$ cat config.mk
export PLATFORM = sky130hd
export DESIGN_NAME = xdm_ctrl
export DESIGN_NICKNAME = d
export VERILOG_FILES = /design/src/inc/xdm_pkg.sv /design/src/rtl/xdm_phase_cnt.sv /design/src/rtl/xdm_ctrl.sv
export SDC_FILE = /design/constraint.sdc
export NUM_CORES = 1
export LEC_CHECK = 0
export BUFFER_PORTS_ARGS = -buffer_cell sky130_fd_sc_hd__buf_2
export CAP_MARGIN = 25
export CORE_AREA = 2 2 97 118
export DETAILED_ROUTE_END_ITERATION = 8
export DIE_AREA = 0 0 99 120
export PLACE_DENSITY = 0.7
export SLEW_MARGIN = 25
export SYNTH_ARGS = -nofsm -noshare
export SYNTH_HDL_FRONTEND = slang
export SYNTH_HIERARCHICAL = 1
export SYNTH_SLANG_ARGS = --single-unit
$ cat constraint.sdc
create_clock -name clk_in -period 4.39 [get_ports clk_in]
set_input_delay 0.439 -clock clk_in [delete_from_list [all_inputs] [get_ports clk_in]]
set_output_delay 0.439 -clock clk_in [all_outputs]
set_load 0.01 [all_outputs]
$ cat src/inc/xdm_pkg.sv
package xdm_pkg;
  // ---------------------------------------------------------------
  // Register map (word index equals byte offset, 8-bit data)
  // ---------------------------------------------------------------
  localparam logic [3:0] ADDR_PAGE   = 4'h0;
  localparam logic [3:0] ADDR_CONFIG = 4'h1;
  localparam logic [3:0] ADDR_TIMING = 4'h2;
  localparam logic [3:0] ADDR_STATUS = 4'h3;
  // ---------------------------------------------------------------
  // Reset values
  // ---------------------------------------------------------------
  localparam logic [7:0] PAGE_RST    = 8'h00;
  localparam logic [7:0] CONFIG_RST  = 8'h03;
  localparam logic [7:0] TIMING_RST  = 8'hFF;
  // ---------------------------------------------------------------
  // Field positions
  // ---------------------------------------------------------------
  localparam int SETUP_LSB  = 6;
  localparam int STROBE_LSB = 2;
  localparam int HOLD_LSB   = 0;
  localparam int PORTSEL_BIT = 5;
  localparam int MUXSEL_BIT  = 4;
  localparam int MODE_LSB    = 2;
  localparam int LATCH_LSB   = 0;
  // ---------------------------------------------------------------
  // Memory modes
  // ---------------------------------------------------------------
  localparam logic [1:0] MODE_INTERNAL   = 2'h0;
  localparam logic [1:0] MODE_SPLIT_NOBANK = 2'h1;
  localparam logic [1:0] MODE_SPLIT_BANK = 2'h2;
  localparam logic [1:0] MODE_EXTERNAL   = 2'h3;
  // ---------------------------------------------------------------
  // Geometry and timing
  // ---------------------------------------------------------------
  localparam int ONCHIP_ADDR_W = 12;
  localparam logic [3:0] ONCHIP_TOP_NIB = 4'h0;
  localparam int FIXED_OVERHEAD = 4;
  localparam int OVH_FRONT = 2;
  localparam int OVH_BACK  = FIXED_OVERHEAD - OVH_FRONT;
endpackage

$ cat src/rtl/xdm_phase_cnt.sv
module xdm_phase_cnt #(
  parameter int W = 4
) (
  input  wire logic         clk_in,
  input  wire logic         rst_n_in,
  input  wire logic         load_in,
  input  wire logic [W-1:0] value_in,
  output logic              zero_out
);
  logic [W-1:0] cnt_r;

  // The strobe field needs four bits of count
  if (W < 4) begin : g_width_check
    $error("phase counter narrower than four bits");
  end

  always_ff @(posedge clk_in) begin
    if (!rst_n_in) begin
      cnt_r <= '0;
    end else if (load_in) begin
      cnt_r <= value_in;
    end else if (cnt_r != '0) begin
      cnt_r <= cnt_r - W'(1);
    end
  end

  assign zero_out = (cnt_r == '0);
endmodule

$ cat src/rtl/xdm_ctrl.sv
// Implementation choices: strobed register access and the register addresses.
module xdm_ctrl (
  input  wire logic        clk_in,
  input  wire logic        rst_n_in,
  // Register port
  input  wire logic [3:0]  reg_addr_in,
  input  wire logic [7:0]  reg_wdata_in,
  input  wire logic        reg_wr_in,
  input  wire logic        reg_rd_in,
  output logic      [7:0]  reg_rdata_out,
  // CPU move request
  input  wire logic        move_req_in,
  input  wire logic        move_wr_in,
  input  wire logic        move_wide_in,
  input  wire logic [15:0] data_pointer_pair_in,
  input  wire logic [7:0]  index_in,
  input  wire logic [7:0]  move_wdata_in,
  output logic             stall_out,
  output logic             move_done_out,
  output logic      [7:0]  move_rdata_out,
  // On-chip RAM
  output logic             ram_en_out,
  output logic             ram_we_out,
  output logic      [11:0] ram_addr_out,
  output logic      [7:0]  ram_wdata_out,
  input  wire logic [7:0]  ram_rdata_in,
  // Off-chip pins
  output logic             bus_claim_out,
  output logic      [7:0]  addr_hi_out,
  output logic             addr_hi_oe_out,
  output logic      [7:0]  addr_lo_out,
  output logic             addr_lo_oe_out,
  output logic      [7:0]  data_out,
  output logic             data_oe_out,
  input  wire logic [7:0]  data_in,
  output logic             rd_n_out,
  output logic             wr_n_out,
  output logic             latch_out
);
  // ---------------------------------------------------------------
  // Registers
  // ---------------------------------------------------------------
  logic [7:0] page_r;
  logic [7:0] config_r;
  logic [7:0] timing_r;

  always_ff @(posedge clk_in) begin
    if (!rst_n_in) begin
      page_r   <= xdm_pkg::PAGE_RST;
      config_r <= xdm_pkg::CONFIG_RST;
      timing_r <= xdm_pkg::TIMING_RST;
    end else if (reg_wr_in) begin
      if (reg_addr_in == xdm_pkg::ADDR_PAGE) page_r <= reg_wdata_in;
      if (reg_addr_in == xdm_pkg::ADDR_CONFIG) config_r <= {2'h0, reg_wdata_in[5:0]};
      if (reg_addr_in == xdm_pkg::ADDR_TIMING) timing_r <= reg_wdata_in;
    end
  end

  wire [1:0] setup_field  = timing_r[xdm_pkg::SETUP_LSB +: 2];
  wire [3:0] strobe_field = timing_r[xdm_pkg::STROBE_LSB +: 4];
  wire [1:0] hold_field   = timing_r[xdm_pkg::HOLD_LSB +: 2];
  wire [1:0] latch_field  = config_r[xdm_pkg::LATCH_LSB +: 2];
  wire [1:0] mode_field   = config_r[xdm_pkg::MODE_LSB +: 2];
  wire       mux_sel      = config_r[xdm_pkg::MUXSEL_BIT];
  wire       port_sel     = config_r[xdm_pkg::PORTSEL_BIT];

  // ---------------------------------------------------------------
  // Address formation and routing
  // ---------------------------------------------------------------
  wire [15:0] eff_addr = move_wide_in ? data_pointer_pair_in : {page_r, index_in};
  wire        below_4k = (eff_addr[15:12] == xdm_pkg::ONCHIP_TOP_NIB);
  wire        go_onchip = (mode_field == xdm_pkg::MODE_INTERNAL) ||
                          ((mode_field != xdm_pkg::MODE_EXTERNAL) && below_4k);
  // Upper lines are driven for wide moves and 8-bit moves in bank-select mode
  wire        drive_hi = move_wide_in || (mode_field == xdm_pkg::MODE_SPLIT_BANK);

  // ---------------------------------------------------------------
  // Sequencer
  // ---------------------------------------------------------------
  typedef enum logic [3:0] {
    XDM_IDLE, XDM_RAM, XDM_OVH1, XDM_LHI, XDM_LLO, XDM_SETUP,
    XDM_STROBE, XDM_HOLD, XDM_OVH2, XDM_DONE
  } xdm_state_t;

  xdm_state_t state_r;
  xdm_state_t state_nxt;
  logic       wr_r;
  logic       hi_r;
  logic [15:0] addr_r;
  logic [7:0]  wdata_r;
  logic        load;
  logic [3:0]  load_val;
  logic        cnt_zero;

  xdm_phase_cnt #(.W(4)) u_cnt (
    .clk_in   (clk_in),
    .rst_n_in (rst_n_in),
    .load_in  (load),
    .value_in (load_val),
    .zero_out (cnt_zero)
  );

  // Each phase loads the counter with its length minus one
  always_comb begin
    state_nxt = state_r;
    load      = 1'b0;
    load_val  = 4'h0;
    case (state_r)
      XDM_IDLE: begin
        if (move_req_in) begin
          if (go_onchip) begin
            state_nxt = XDM_RAM;
          end else begin
            state_nxt = XDM_OVH1;
            load      = 1'b1;
            load_val  = 4'(xdm_pkg::OVH_FRONT - 1);
          end
        end
      end
      XDM_RAM: state_nxt = XDM_DONE;
      XDM_OVH1, XDM_LLO: begin
        if (cnt_zero) begin
          load = 1'b1;
          if ((state_r == XDM_OVH1) && !mux_sel) begin
            state_nxt = XDM_LHI;
            load_val  = {2'h0, latch_field};
          end else if (setup_field != 2'h0) begin
            state_nxt = XDM_SETUP;
            load_val  = {2'h0, setup_field} - 4'h1;
          end else begin
            state_nxt = XDM_STROBE;
            load_val  = strobe_field;
          end
        end
      end
      XDM_LHI: begin
        if (cnt_zero) begin
          state_nxt = XDM_LLO;
          load      = 1'b1;
          load_val  = {2'h0, latch_field};
        end
      end
      XDM_SETUP: begin
        if (cnt_zero) begin
          state_nxt = XDM_STROBE;
          load      = 1'b1;
          load_val  = strobe_field;
        end
      end
      XDM_STROBE, XDM_HOLD: begin
        if (cnt_zero) begin
          load = 1'b1;
          if ((state_r == XDM_STROBE) && (hold_field != 2'h0)) begin
            state_nxt = XDM_HOLD;
            load_val  = {2'h0, hold_field} - 4'h1;
          end else begin
            state_nxt = XDM_OVH2;
            load_val  = 4'(xdm_pkg::OVH_BACK - 2);
          end
        end
      end
      XDM_OVH2: begin
        if (cnt_zero) state_nxt = XDM_DONE;
      end
      XDM_DONE: state_nxt = XDM_IDLE;
      default: state_nxt = XDM_IDLE;
    endcase
  end

  wire offchip_busy = (state_r != XDM_IDLE) && (state_r != XDM_RAM) &&
                      (state_r != XDM_DONE);
  wire in_strobe    = (state_nxt == XDM_STROBE);
  wire claim_nxt    = port_sel && (state_nxt != XDM_IDLE) && (state_nxt != XDM_RAM) &&
                      (state_nxt != XDM_DONE);
  wire mux_addr_ph  = !mux_sel && ((state_nxt == XDM_OVH1) || (state_nxt == XDM_LHI) ||
                      (state_nxt == XDM_LLO));
  wire capture      = (state_r == XDM_IDLE) && move_req_in;
  wire [15:0] addr_nxt = capture ? eff_addr : addr_r;
  wire        hi_nxt   = capture ? drive_hi : hi_r;
  wire        wr_nxt   = capture ? move_wr_in : wr_r;
  wire [7:0]  wdata_nxt = capture ? move_wdata_in : wdata_r;

  // ---------------------------------------------------------------
  // State and pin flops
  // ---------------------------------------------------------------
  always_ff @(posedge clk_in) begin
    if (!rst_n_in) begin
      state_r        <= XDM_IDLE;
      addr_r         <= 16'h0000;
      wr_r           <= 1'b0;
      hi_r           <= 1'b0;
      wdata_r        <= 8'h00;
      bus_claim_out  <= 1'b0;
      addr_hi_out    <= 8'h00;
      addr_hi_oe_out <= 1'b0;
      addr_lo_out    <= 8'h00;
      addr_lo_oe_out <= 1'b0;
      data_out       <= 8'h00;
      data_oe_out    <= 1'b0;
      rd_n_out       <= 1'b1;
      wr_n_out       <= 1'b1;
      latch_out      <= 1'b0;
    end else begin
      state_r        <= state_nxt;
      addr_r         <= addr_nxt;
      wr_r           <= wr_nxt;
      hi_r           <= hi_nxt;
      wdata_r        <= wdata_nxt;
      bus_claim_out  <= claim_nxt;
      addr_hi_out    <= addr_nxt[15:8];
      addr_hi_oe_out <= claim_nxt && hi_nxt;
      addr_lo_out    <= addr_nxt[7:0];
      addr_lo_oe_out <= claim_nxt && mux_sel;
      data_out       <= mux_addr_ph ? addr_nxt[7:0] : wdata_nxt;
      data_oe_out    <= claim_nxt && (mux_addr_ph || wr_nxt);
      rd_n_out       <= !(claim_nxt && in_strobe && !wr_nxt);
      wr_n_out       <= !(claim_nxt && in_strobe && wr_nxt);
      latch_out      <= claim_nxt && !mux_sel && (state_nxt == XDM_LHI);
    end
  end

  // ---------------------------------------------------------------
  // CPU side, on-chip RAM and read port
  // ---------------------------------------------------------------
  wire ram_go = capture && go_onchip;

  always_ff @(posedge clk_in) begin
    if (!rst_n_in) begin
      stall_out      <= 1'b0;
      move_done_out  <= 1'b0;
      move_rdata_out <= 8'h00;
      ram_en_out     <= 1'b0;
      ram_we_out     <= 1'b0;
      ram_addr_out   <= 12'h000;
      ram_wdata_out  <= 8'h00;
      reg_rdata_out  <= 8'h00;
    end else begin
      stall_out      <= (state_nxt != XDM_IDLE) && (state_nxt != XDM_DONE);
      move_done_out  <= (state_nxt == XDM_DONE);
      ram_en_out     <= ram_go;
      ram_we_out     <= ram_go && move_wr_in;
      ram_addr_out   <= eff_addr[xdm_pkg::ONCHIP_ADDR_W-1:0];
      ram_wdata_out  <= move_wdata_in;
      if (state_r == XDM_RAM) move_rdata_out <= ram_rdata_in;
      else if (state_r == XDM_STROBE && cnt_zero && !wr_r) move_rdata_out <= data_in;
      case (reg_addr_in)
        xdm_pkg::ADDR_PAGE:   reg_rdata_out <= reg_rd_in ? page_r : 8'h00;
        xdm_pkg::ADDR_CONFIG: reg_rdata_out <= reg_rd_in ? config_r : 8'h00;
        xdm_pkg::ADDR_TIMING: reg_rdata_out <= reg_rd_in ? timing_r : 8'h00;
        xdm_pkg::ADDR_STATUS: reg_rdata_out <= reg_rd_in ? {7'h00, offchip_busy} : 8'h00;
        default:              reg_rdata_out <= 8'h00;
      endcase
    end
  end
endmodule

# After elaboration in Yosys (flattened, before gate mapping)
# Cells that the tools add are included.
dict set report totals {
  regBits 127
  inputBits 67
  out_inout_bits 71
  word_cells 143
}
dict set report op_classes {
  add_sub_neg 3
  eq_ne 22
  mux 40
  n_reduce_logical 51
}
# cell n
set op_table {}
lappend op_table {{4-bit 2-to-1 mux} 15}
lappend op_table {{8-bit 2-to-1 mux} 6}
lappend op_table {{16-bit 2-to-1 mux} 2}
lappend op_table {{8-bit one-hot mux with 4 select lines} 1}
lappend op_table {{4-bit one-hot mux with 7 select lines} 1}
lappend op_table {{4-bit by 2-bit == test with 1-bit output (second input constant)} 6}
lappend op_table {{4-bit by 3-bit == test with 1-bit output (second input constant)} 6}
lappend op_table {{1-bit logical AND} 23}
lappend op_table {{4-bit one-hot mux with 5 select lines} 1}
lappend op_table {{4-bit zero test} 4}
lappend op_table {{4-bit nonzero test} 3}
lappend op_table {{4-bit by 1-bit == test with 1-bit output (second input constant)} 2}
lappend op_table {{4-bit == test (second input constant)} 2}
lappend op_table {{1-bit 2-to-1 mux} 8}
lappend op_table {{4-bit by 1-bit inequality test with 1-bit output (second input constant)} 2}
lappend op_table {{4-bit inequality test (second input constant)} 2}
lappend op_table {{2-bit nonzero test} 4}
lappend op_table {{2-bit 2-to-1 mux} 3}
lappend op_table {{6-bit 2-to-1 mux} 1}
lappend op_table {{2-bit AND reduction} 3}
lappend op_table {{6-bit OR reduction} 1}
lappend op_table {{2-bit by 1-bit subtractor with 3-bit output (second input constant)} 2}
lappend op_table {{1-bit zero test} 5}
lappend op_table {{1-bit logical OR} 5}
lappend op_table {{other kinds (7)} 8}

# Depth between registers and ports, before layout
# Gate-level depths: netlist (run 1).
dict set report logic_depth {
  depth_word 14
  mapped_depth 10
  ltp_nobuf 9
}

# By module
# The synthesis (run 1) kept the hierarchy.
# module instances cells_per_inst area_each_um2 seq_area_each_um2
set by_module_without_submodules {}
lappend by_module_without_submodules {xdm_ctrl 1 454 4528.1 2142.1}
lappend by_module_without_submodules {xdm_phase_cnt 1 23 230.2 80.1}

# Least setup slack after synthesis (run 1)
# No wires, ideal clock.
dict set report synth_timing {
  path_type {register to register}
  from {register u_cnt.cnt_r[0]}
  to {register rd_n_out}
  setup_ns 0.130
  arrival_ns 2.314
  t_required_ns 4.260
  slack_ns 1.946
  stages_incl_launch_ff 11
  n_path_buf 1
  path_cell_list {dfxtp_1 > inv_1 > ha_1 > nor3b_4 > buf_2 > xnor2_2 > o22ai_1 > a221o_2 > a22o_1 > nor4_1 > nand2_1}
}
dict set report synth_between {
  elab_chain_cells 10
}
# item line_no
set synth_lines {}
lappend synth_lines {{start, declared} xdm_phase_cnt.sv:10} ;# logic [W-1:0] cnt_r;
lappend synth_lines {{start signal, assigned} xdm_phase_cnt.sv:21} ;# cnt_r <= value_in;
lappend synth_lines {{start signal, assigned} xdm_phase_cnt.sv:23} ;# cnt_r <= cnt_r - W'(1);
lappend synth_lines {{4-bit zero test *} xdm_phase_cnt.sv:27} ;# assign zero_out = (cnt_r == '0);
lappend synth_lines {{net cnt_zero} xdm_ctrl.sv:93} ;# logic cnt_zero;
lappend synth_lines {{4-bit 2-to-1 mux (on tied branches)} --}
lappend synth_lines {{4-bit one-hot mux with 7 select lines *} xdm_ctrl.sv:108} ;# case (state_r)
lappend synth_lines {{4-bit nonzero test} xdm_ctrl.sv:173} ;# wire claim_nxt = port_sel && (state_nxt != XDM_IDLE) && (state_nxt != XDM_RAM) &&
lappend synth_lines {{1-bit logical AND (3 in a row)} xdm_ctrl.sv:173}
lappend synth_lines {{1-bit logical AND * (2 in a row)} xdm_ctrl.sv:216} ;# rd_n_out <= !(claim_nxt && in_strobe && !wr_nxt);
lappend synth_lines {{1-bit zero test *} xdm_ctrl.sv:216}
lappend synth_lines {{end signal, assigned} xdm_ctrl.sv:216}
lappend synth_lines {{end, declared} xdm_ctrl.sv:36} ;# output logic rd_n_out,
# The timed path passes the listed nets; every way through them passes the cells marked *.
# A chain may end at the register's enable or synchronous reset.

# Final worst setup path (run 1)
dict set report layout_timing {
  from {register u_cnt.cnt_r[0]}
  to {register data_out[4]}
}
dict set report layout_between {
  elab_chain_cells 8
}
# item line_no
set layout_lines {}
lappend layout_lines {{4-bit zero test *} xdm_phase_cnt.sv:27}
lappend layout_lines {{net cnt_zero} xdm_ctrl.sv:93}
lappend layout_lines {{4-bit 2-to-1 mux (on tied branches)} --}
lappend layout_lines {{4-bit one-hot mux with 7 select lines *} xdm_ctrl.sv:108}
lappend layout_lines {{4-bit by 2-bit == test with 1-bit output} xdm_ctrl.sv:175} ;# wire mux_addr_ph = !mux_sel && ((state_nxt == XDM_OVH1) || (state_nxt == XDM_LHI) ||
lappend layout_lines {{1-bit logical OR} xdm_ctrl.sv:175}
lappend layout_lines {{1-bit logical OR *} xdm_ctrl.sv:175}
lappend layout_lines {{1-bit logical AND *} xdm_ctrl.sv:175}
lappend layout_lines {{8-bit 2-to-1 mux *} xdm_ctrl.sv:214} ;# data_out <= mux_addr_ph ? addr_nxt[7:0] : wdata_nxt;
lappend layout_lines {{end signal, assigned} xdm_ctrl.sv:214}
lappend layout_lines {{end, declared} xdm_ctrl.sv:33} ;# output logic [7:0] data_out,
# Marks and branches as above.

==> results.yml, run 1 <==
worst_setup_path:
  cp-start-kind: "flop"
  worstPathRequired_ns: 4.63
  rr_startpoint: "u_cnt/cnt_r[0]"
  endpoint: "data_out[4]"
  end_kind: "flop"
  worst-setup-path-type: "flop to flop"
  reg2reg_to: "data_out[4]"
  cp-startpoint: "u_cnt/cnt_r[0]"
  path_max_fanout: 16
  rrSetupSlack_ns: 1.44
  cp.arrival_ns: 3.19
  r2r_cells: 8
global_route:
  grt_use_total_pct: 18.5
  overflow: 0
  grt_pass1_vias: 3775
  grt_pass1_wl_mm: 17.8
  grt_max_degree: 53
  antenna_found_initial: 0
timing:
  setup_viol: 0
  hold_slack_ns: 0.307
  relSlewSlack_pct: 43.4
  tightest_slew_ns: 0.844
  setup_tns_ns: 0
  finalMaxSlewViolations: 0
  fin_crit_ns: 2.95
  skew_ns: 0.00837
  fmax_ghz: 0.339
  rsz0062_at_grt: "no"
  finalCritPeriodShare_pct: 67.2
  hold_viol_final: 0
cts:
  cts_tree: "done"
  clock_sinks: 111
  clock_path_buffers: 2
  cts_setup_buffers: 0
  cts_max_level: 3
  cts_hold_buf: 0
  cts_buffers: 9
  insertion_delay_ns: 0.35
  cts_root_buf: "clkbuf_16"
  post_cts_resize_count: 0
  clk_pin_slew_ns: 0.08
logic_synthesis:
  async_flop_share_pct: 0
  synth_cell_type_count: 62
  synth_warnings: 6
  synth_edf_count: 0
  synthesis.area_sq_mm: 0.00476
  ys.flop_type: "dfxtp_1"
  synthCells: 477
  ys_seq_area_share_pct: 46.7
  syn_avg_cell_area_sq_um: 9.98
  syn_nets: 547
  ys_ff_latch: 111
routing:
  vias: 3876
  drtAntennaViolNets: 0
  via_per_inst: 5.27
  wl_mm: 11.2
  drc: 0
  first_iter_violations: 221
  wl_per_cell_um: 15.2
  drtPass1Iterations: 4
finish:
  drive_above_1_share_pct: 29.6
  layout.nets: 669
  fin_area_sq_mm: 0.00577
  final_cell_mix: "buf_2, dfxtp_1, nand2_1"
  final_common_cell: "buf_2"
  area_growth_pct: 21.3
  antenna_cells: 0
floorplanning:
  fp.dieH_um: 120
  core_sq_mm: 0.0108
  die_area_sq_mm: 0.0119
  rows: 42
  initial_core_util_pct: 44.2
  ios: 138
  die_width_um: 99
placement:
  gp_congestion: 0.812
  dp_hpwl_mm: 8.20
  port_buffers: 137
  placed_area_sq_mm: 0.00548
hold_path:
  min-delay-start: "move_wdata_in[3]"
  hold_class: "primary input to flop"
status:
  status: "finished clean"
power_and_ir_drop:
  ir_worst_vdd_v: 0.000216
  p_total_mw: 2.52
  leakage_nw: 2.91
  power_density_mw_per_mm2: 437
run:
  maxCapViolations: 0
-- cell families after synthesis --
kind of cell             share of synthesized area [%]
adder cells (fa/ha/maj)                          0.789
XOR/XNOR                                         0.710
AO/OA/AOI/OAI                                     15.0
buffers and inverters                             3.73
AND/OR/NAND/NOR                                   20.0
multiplexers                                      13.1
flip-flops                                        46.7
-- cells in the mapped netlist, types with 3 or more instances --
master / number / share of area [%]
a21oi_1: 8 / 0.84
nor2_1: 20 / 1.6
mux2_4: 8 / 2.5
o21ai_0: 6 / 0.63
buf_6: 3 / 0.71
nand3_1: 15 / 1.6
a21boi_0: 10 / 1.6
ha_1: 3 / 0.79
o211ai_1: 7 / 1.1
and2_1: 14 / 1.8
o31ai_1: 3 / 0.47
nand2_1: 62 / 4.9
dfxtp_1: 111 / 47
nand2b_1: 10 / 1.3
nor2b_1: 28 / 3.7
clkbuf_1: 15 / 1.2
mux2i_1: 47 / 9.9
and3_1: 12 / 1.6
nor3_1: 4 / 0.42
o211a_1: 18 / 3.8
inv_1: 9 / 0.71
nor4_1: 3 / 0.39
buf_2: 7 / 0.74
a21o_1: 10 / 1.6
-- routing by layer --
layer,share of wire [%],GRT usage (%),up-vias
li1,-,-,1918
met1,42,22.2,1802
met2,50,32.5,142
met3,7.1,3.49,14
met4,1.4,7.11,0
met5,0,0,-
-- state kept, by name (all words and copies together), names as in the netlist, 4 cells and up --
register        flops
ram_addr_out       12
reg_rdata_out       8
ram_wdata_out       8
config_r            6
addr_lo_out         7
u_cnt/cnt_r         4
timing_r            8
move_rdata_out      8
addr_hi_out         8
state_r             4
wdata_r             8
data_out            8
page_r              8
-- power by group --
group          internal, mW  switching, mW
Sequential             1.10         0.0624
Clock                 0.397          0.397
Combinational         0.261          0.308
-- per-stage QoR --
stage | util, % | std cells | worst slack [ns]
after floorplan | - | 477 | 1.95
after global placement | 50.9 | 720 | 1.61
after detailed placement | 50.9 | 720 | 1.47
after CTS | 53.6 | 736 | 1.45
after global routing | 53.6 | 736 | 1.25
final | 53.6 | 736 | 1.44
-- worst min path at each step --
stage	endpoint	slack, ns	depth (start not counted)
6_report	ram_wdata_out[3]	0.31	2
5_1_grt	ram_wdata_out[5]	0.31	2
4_1_cts	ram_wdata_out[6]	0.30	2
3_5_place_dp	wdata_r[7]	0.48	2
3_3_place_gp	wdata_r[0]	0.47	2
2_1_floorplan	addr_hi_oe_out	0.45	2
-- cell type report --
class / instances / area (sq um)
Clock inverter: 7 / 67.6
Inverter: 9 / 33.8
Tap cell: 132 / 165
Sequential cell: 111 / 2220
Fill cell: 973 / 5000
Timing Repair Buffer: 139 / 701
Multi-Input combinational cell: 329 / 2360
Clock buffer: 9 / 225
-- worst max-delay path, stage by stage (launching register included) --
cell and delay [ns]:
dfxtp_1 0.33, inv_1 0.09, ha_1 0.19, nor3b_4 0.59
o2111ai_1 0.36, o211ai_4 0.35, or3_4 0.20, a2bb2oi_4 0.39
mux2_4 0.34
(Power assumes the default switching activity.)
==> inputs of run 2 (changes only) <==
--- a/config.mk
+++ b/config.mk
@@ -10,7 +10,7 @@
 export CORE_AREA = 2 2 97 118
 export DETAILED_ROUTE_END_ITERATION = 8
 export DIE_AREA = 0 0 99 120
-export PLACE_DENSITY = 0.7
+export PLACE_DENSITY = 0.73
 export SLEW_MARGIN = 25
 export SYNTH_ARGS = -nofsm -noshare
 export SYNTH_HDL_FRONTEND = slang
==> constraint.sdc (replaced) <==
create_clock -name clk_in -period 2.7 [get_ports clk_in]
set_input_delay 0.27 -clock clk_in [delete_from_list [all_inputs] [get_ports clk_in]]
set_output_delay 0.27 -clock clk_in [all_outputs]
set_load 0.01 [all_outputs]
==> results.yml, run 2 (synthesis results as in run 1) <==
routing:
  wl_per_cell_um: 14.9
  drc: 0
  wl_mm: 11.2
  first_iter_violations: 195
  drtPass1Iterations: 6
  vias: 3928
  drtAntennaViolNets: 0
  via_per_inst: 5.25
cts:
  cts_tree: "done"
  clk_pin_slew_ns: 0.07
  clock_path_buffers: 2
  clock_sinks: 111
  cts_buffers: 9
  cts_root_buf: "clkbuf_16"
  post_cts_resize_count: 0
  cts_hold_buf: 0
  insertion_delay_ns: 0.35
  cts_max_level: 3
power_and_ir_drop:
  p_total_mw: 4.29
  leakage_nw: 3.00
  ir_worst_vdd_v: 0.000339
  power_density_mw_per_mm2: 726
timing:
  fmax_ghz: 0.386
  tightest_slew_ns: 0.818
  skew_ns: 0.00577
  setup_tns_ns: 0
  fin_crit_ns: 2.59
  hold_slack_ns: 0.148
  fin_ws_ns: 0.109
  finalCritPeriodShare_pct: 95.9
  setup_viol: 0
  finalMaxSlewViolations: 0
  hold_viol_final: 0
  relSlewSlack_pct: 45.2
worst_setup_path:
  worst-setup-path-type: "flop to flop"
  end_kind: "flop"
  path_max_fanout: 8
  rrSetupSlack_ns: 0.11
  worstPathRequired_ns: 2.93
  cp.arrival_ns: 2.82
  cp-start-kind: "flop"
global_route:
  grt_pass1_wl_mm: 18.3
  antenna_found_initial: 0
  grt_max_degree: 38
  met1_usage_pct: 22.4
  gr-usage-met2_pct: 33.0
  grt_use_total_pct: 19.1
  grt.busiest_layer: "met2"
  grtUsageMet3_pct: 4.78
  overflow: 0
  grt_pass1_vias: 3787
finish:
  largest_reg_flops: 12
  layout.nets: 682
  antenna_cells: 0
  largest-register: "ram_addr_out"
  final_common_cell: "buf_2"
  fillCellCount: 940
  final_cell_mix: "buf_2, dfxtp_1, nand2_1"
  area_growth_pct: 24.0
  drive_above_1_share_pct: 31.0
status:
  status: "finished clean"
placement:
  port_buffers: 137
  gp_congestion: 0.871
  dp_hpwl_mm: 8.40
  place_ws_ns: 0.0360
run:
  maxCapViolations: 0
floorplanning:
  fp.dieH_um: 120
  core_sq_mm: 0.0108
  initial_core_util_pct: 44.2
  die_width_um: 99
  die_area_sq_mm: 0.0119
  ios: 138
  rows: 42
hold_path:
  hold_class: "primary input to flop"
run 2: changes by cell type in the layout (fill, tap and decap cells not counted), sizes merged:
cell      change
clkinvlp      -1
clkinv        -1
inv           -1
buf          +13
bufinv        +2
run 2: path summary, 6_finish.rpt:
check	startpoint	endpoint	cells after the start
hold reg to reg	wdata_r[6]	wdata_r[6]	2
setup reg to reg	u_cnt/cnt_r[0]	data_out[2]	10
hold / removal	move_wdata_in[3]	ram_wdata_out[3]	2
setup / recovery	u_cnt/cnt_r[0]	data_out[2]	10
run 2: repair_timing:
action                                  CTS  global route
endpoints found under the setup margin    8            10
pin swaps                                 1             0
setup buffers                             2             2
run 2: layer usage:
| layer | routed length (um) | vias up |
|---|---|---|
| met1 | 4650 | 1805 |
| li1 | - | 1939 |
| met4 | 295 | 0 |
| met5 | 0 | - |
| met2 | 5430 | 159 |
| met3 | 797 | 25 |
run 2: critical path, cell delays in order, from the launching register on:
cell	delay, ns
dfxtp_1	0.32
inv_1	0.09
ha_1	0.19
nor3b_4	0.21
buf_4	0.18
o2111ai_1	0.24
and2_1	0.25
or3_4	0.35
a2bb2oi_4	0.19
buf_12	0.16
mux2_4	0.30
run 2: metrics by stage:
step / area, sq um / std cells / utilization (%)
after floorplan: 4760 / 477 / -
final: 5900 / 748 / 54.8
after CTS: 5880 / 746 / 54.6
after global placement: 5550 / 729 / 51.5
after global routing: 5900 / 748 / 54.8
after detailed placement: 5550 / 729 / 51.5
run 2: power breakdown:
group | switching [mW] | internal (mW) | leakage (nW)
clock network | 0.586 | 0.807 | 0.155
registers | 0.0888 | 1.79 | 0.909
logic | 0.521 | 0.496 | 1.93
total | 1.20 | 3.09 | 3.00
run 2: final cells by class:
class                      instances  area [sq um]  share of cell area, %
clock inverter                     6          83.8                   1.42
multi-input combinational        329          2360                   40.0
clock buffer                       9           225                   3.82
tap                              132           165                   2.80
inverter                           9          33.8                  0.573
timing repair buffer             152           811                   13.7
sequential                       111          2220                   37.7
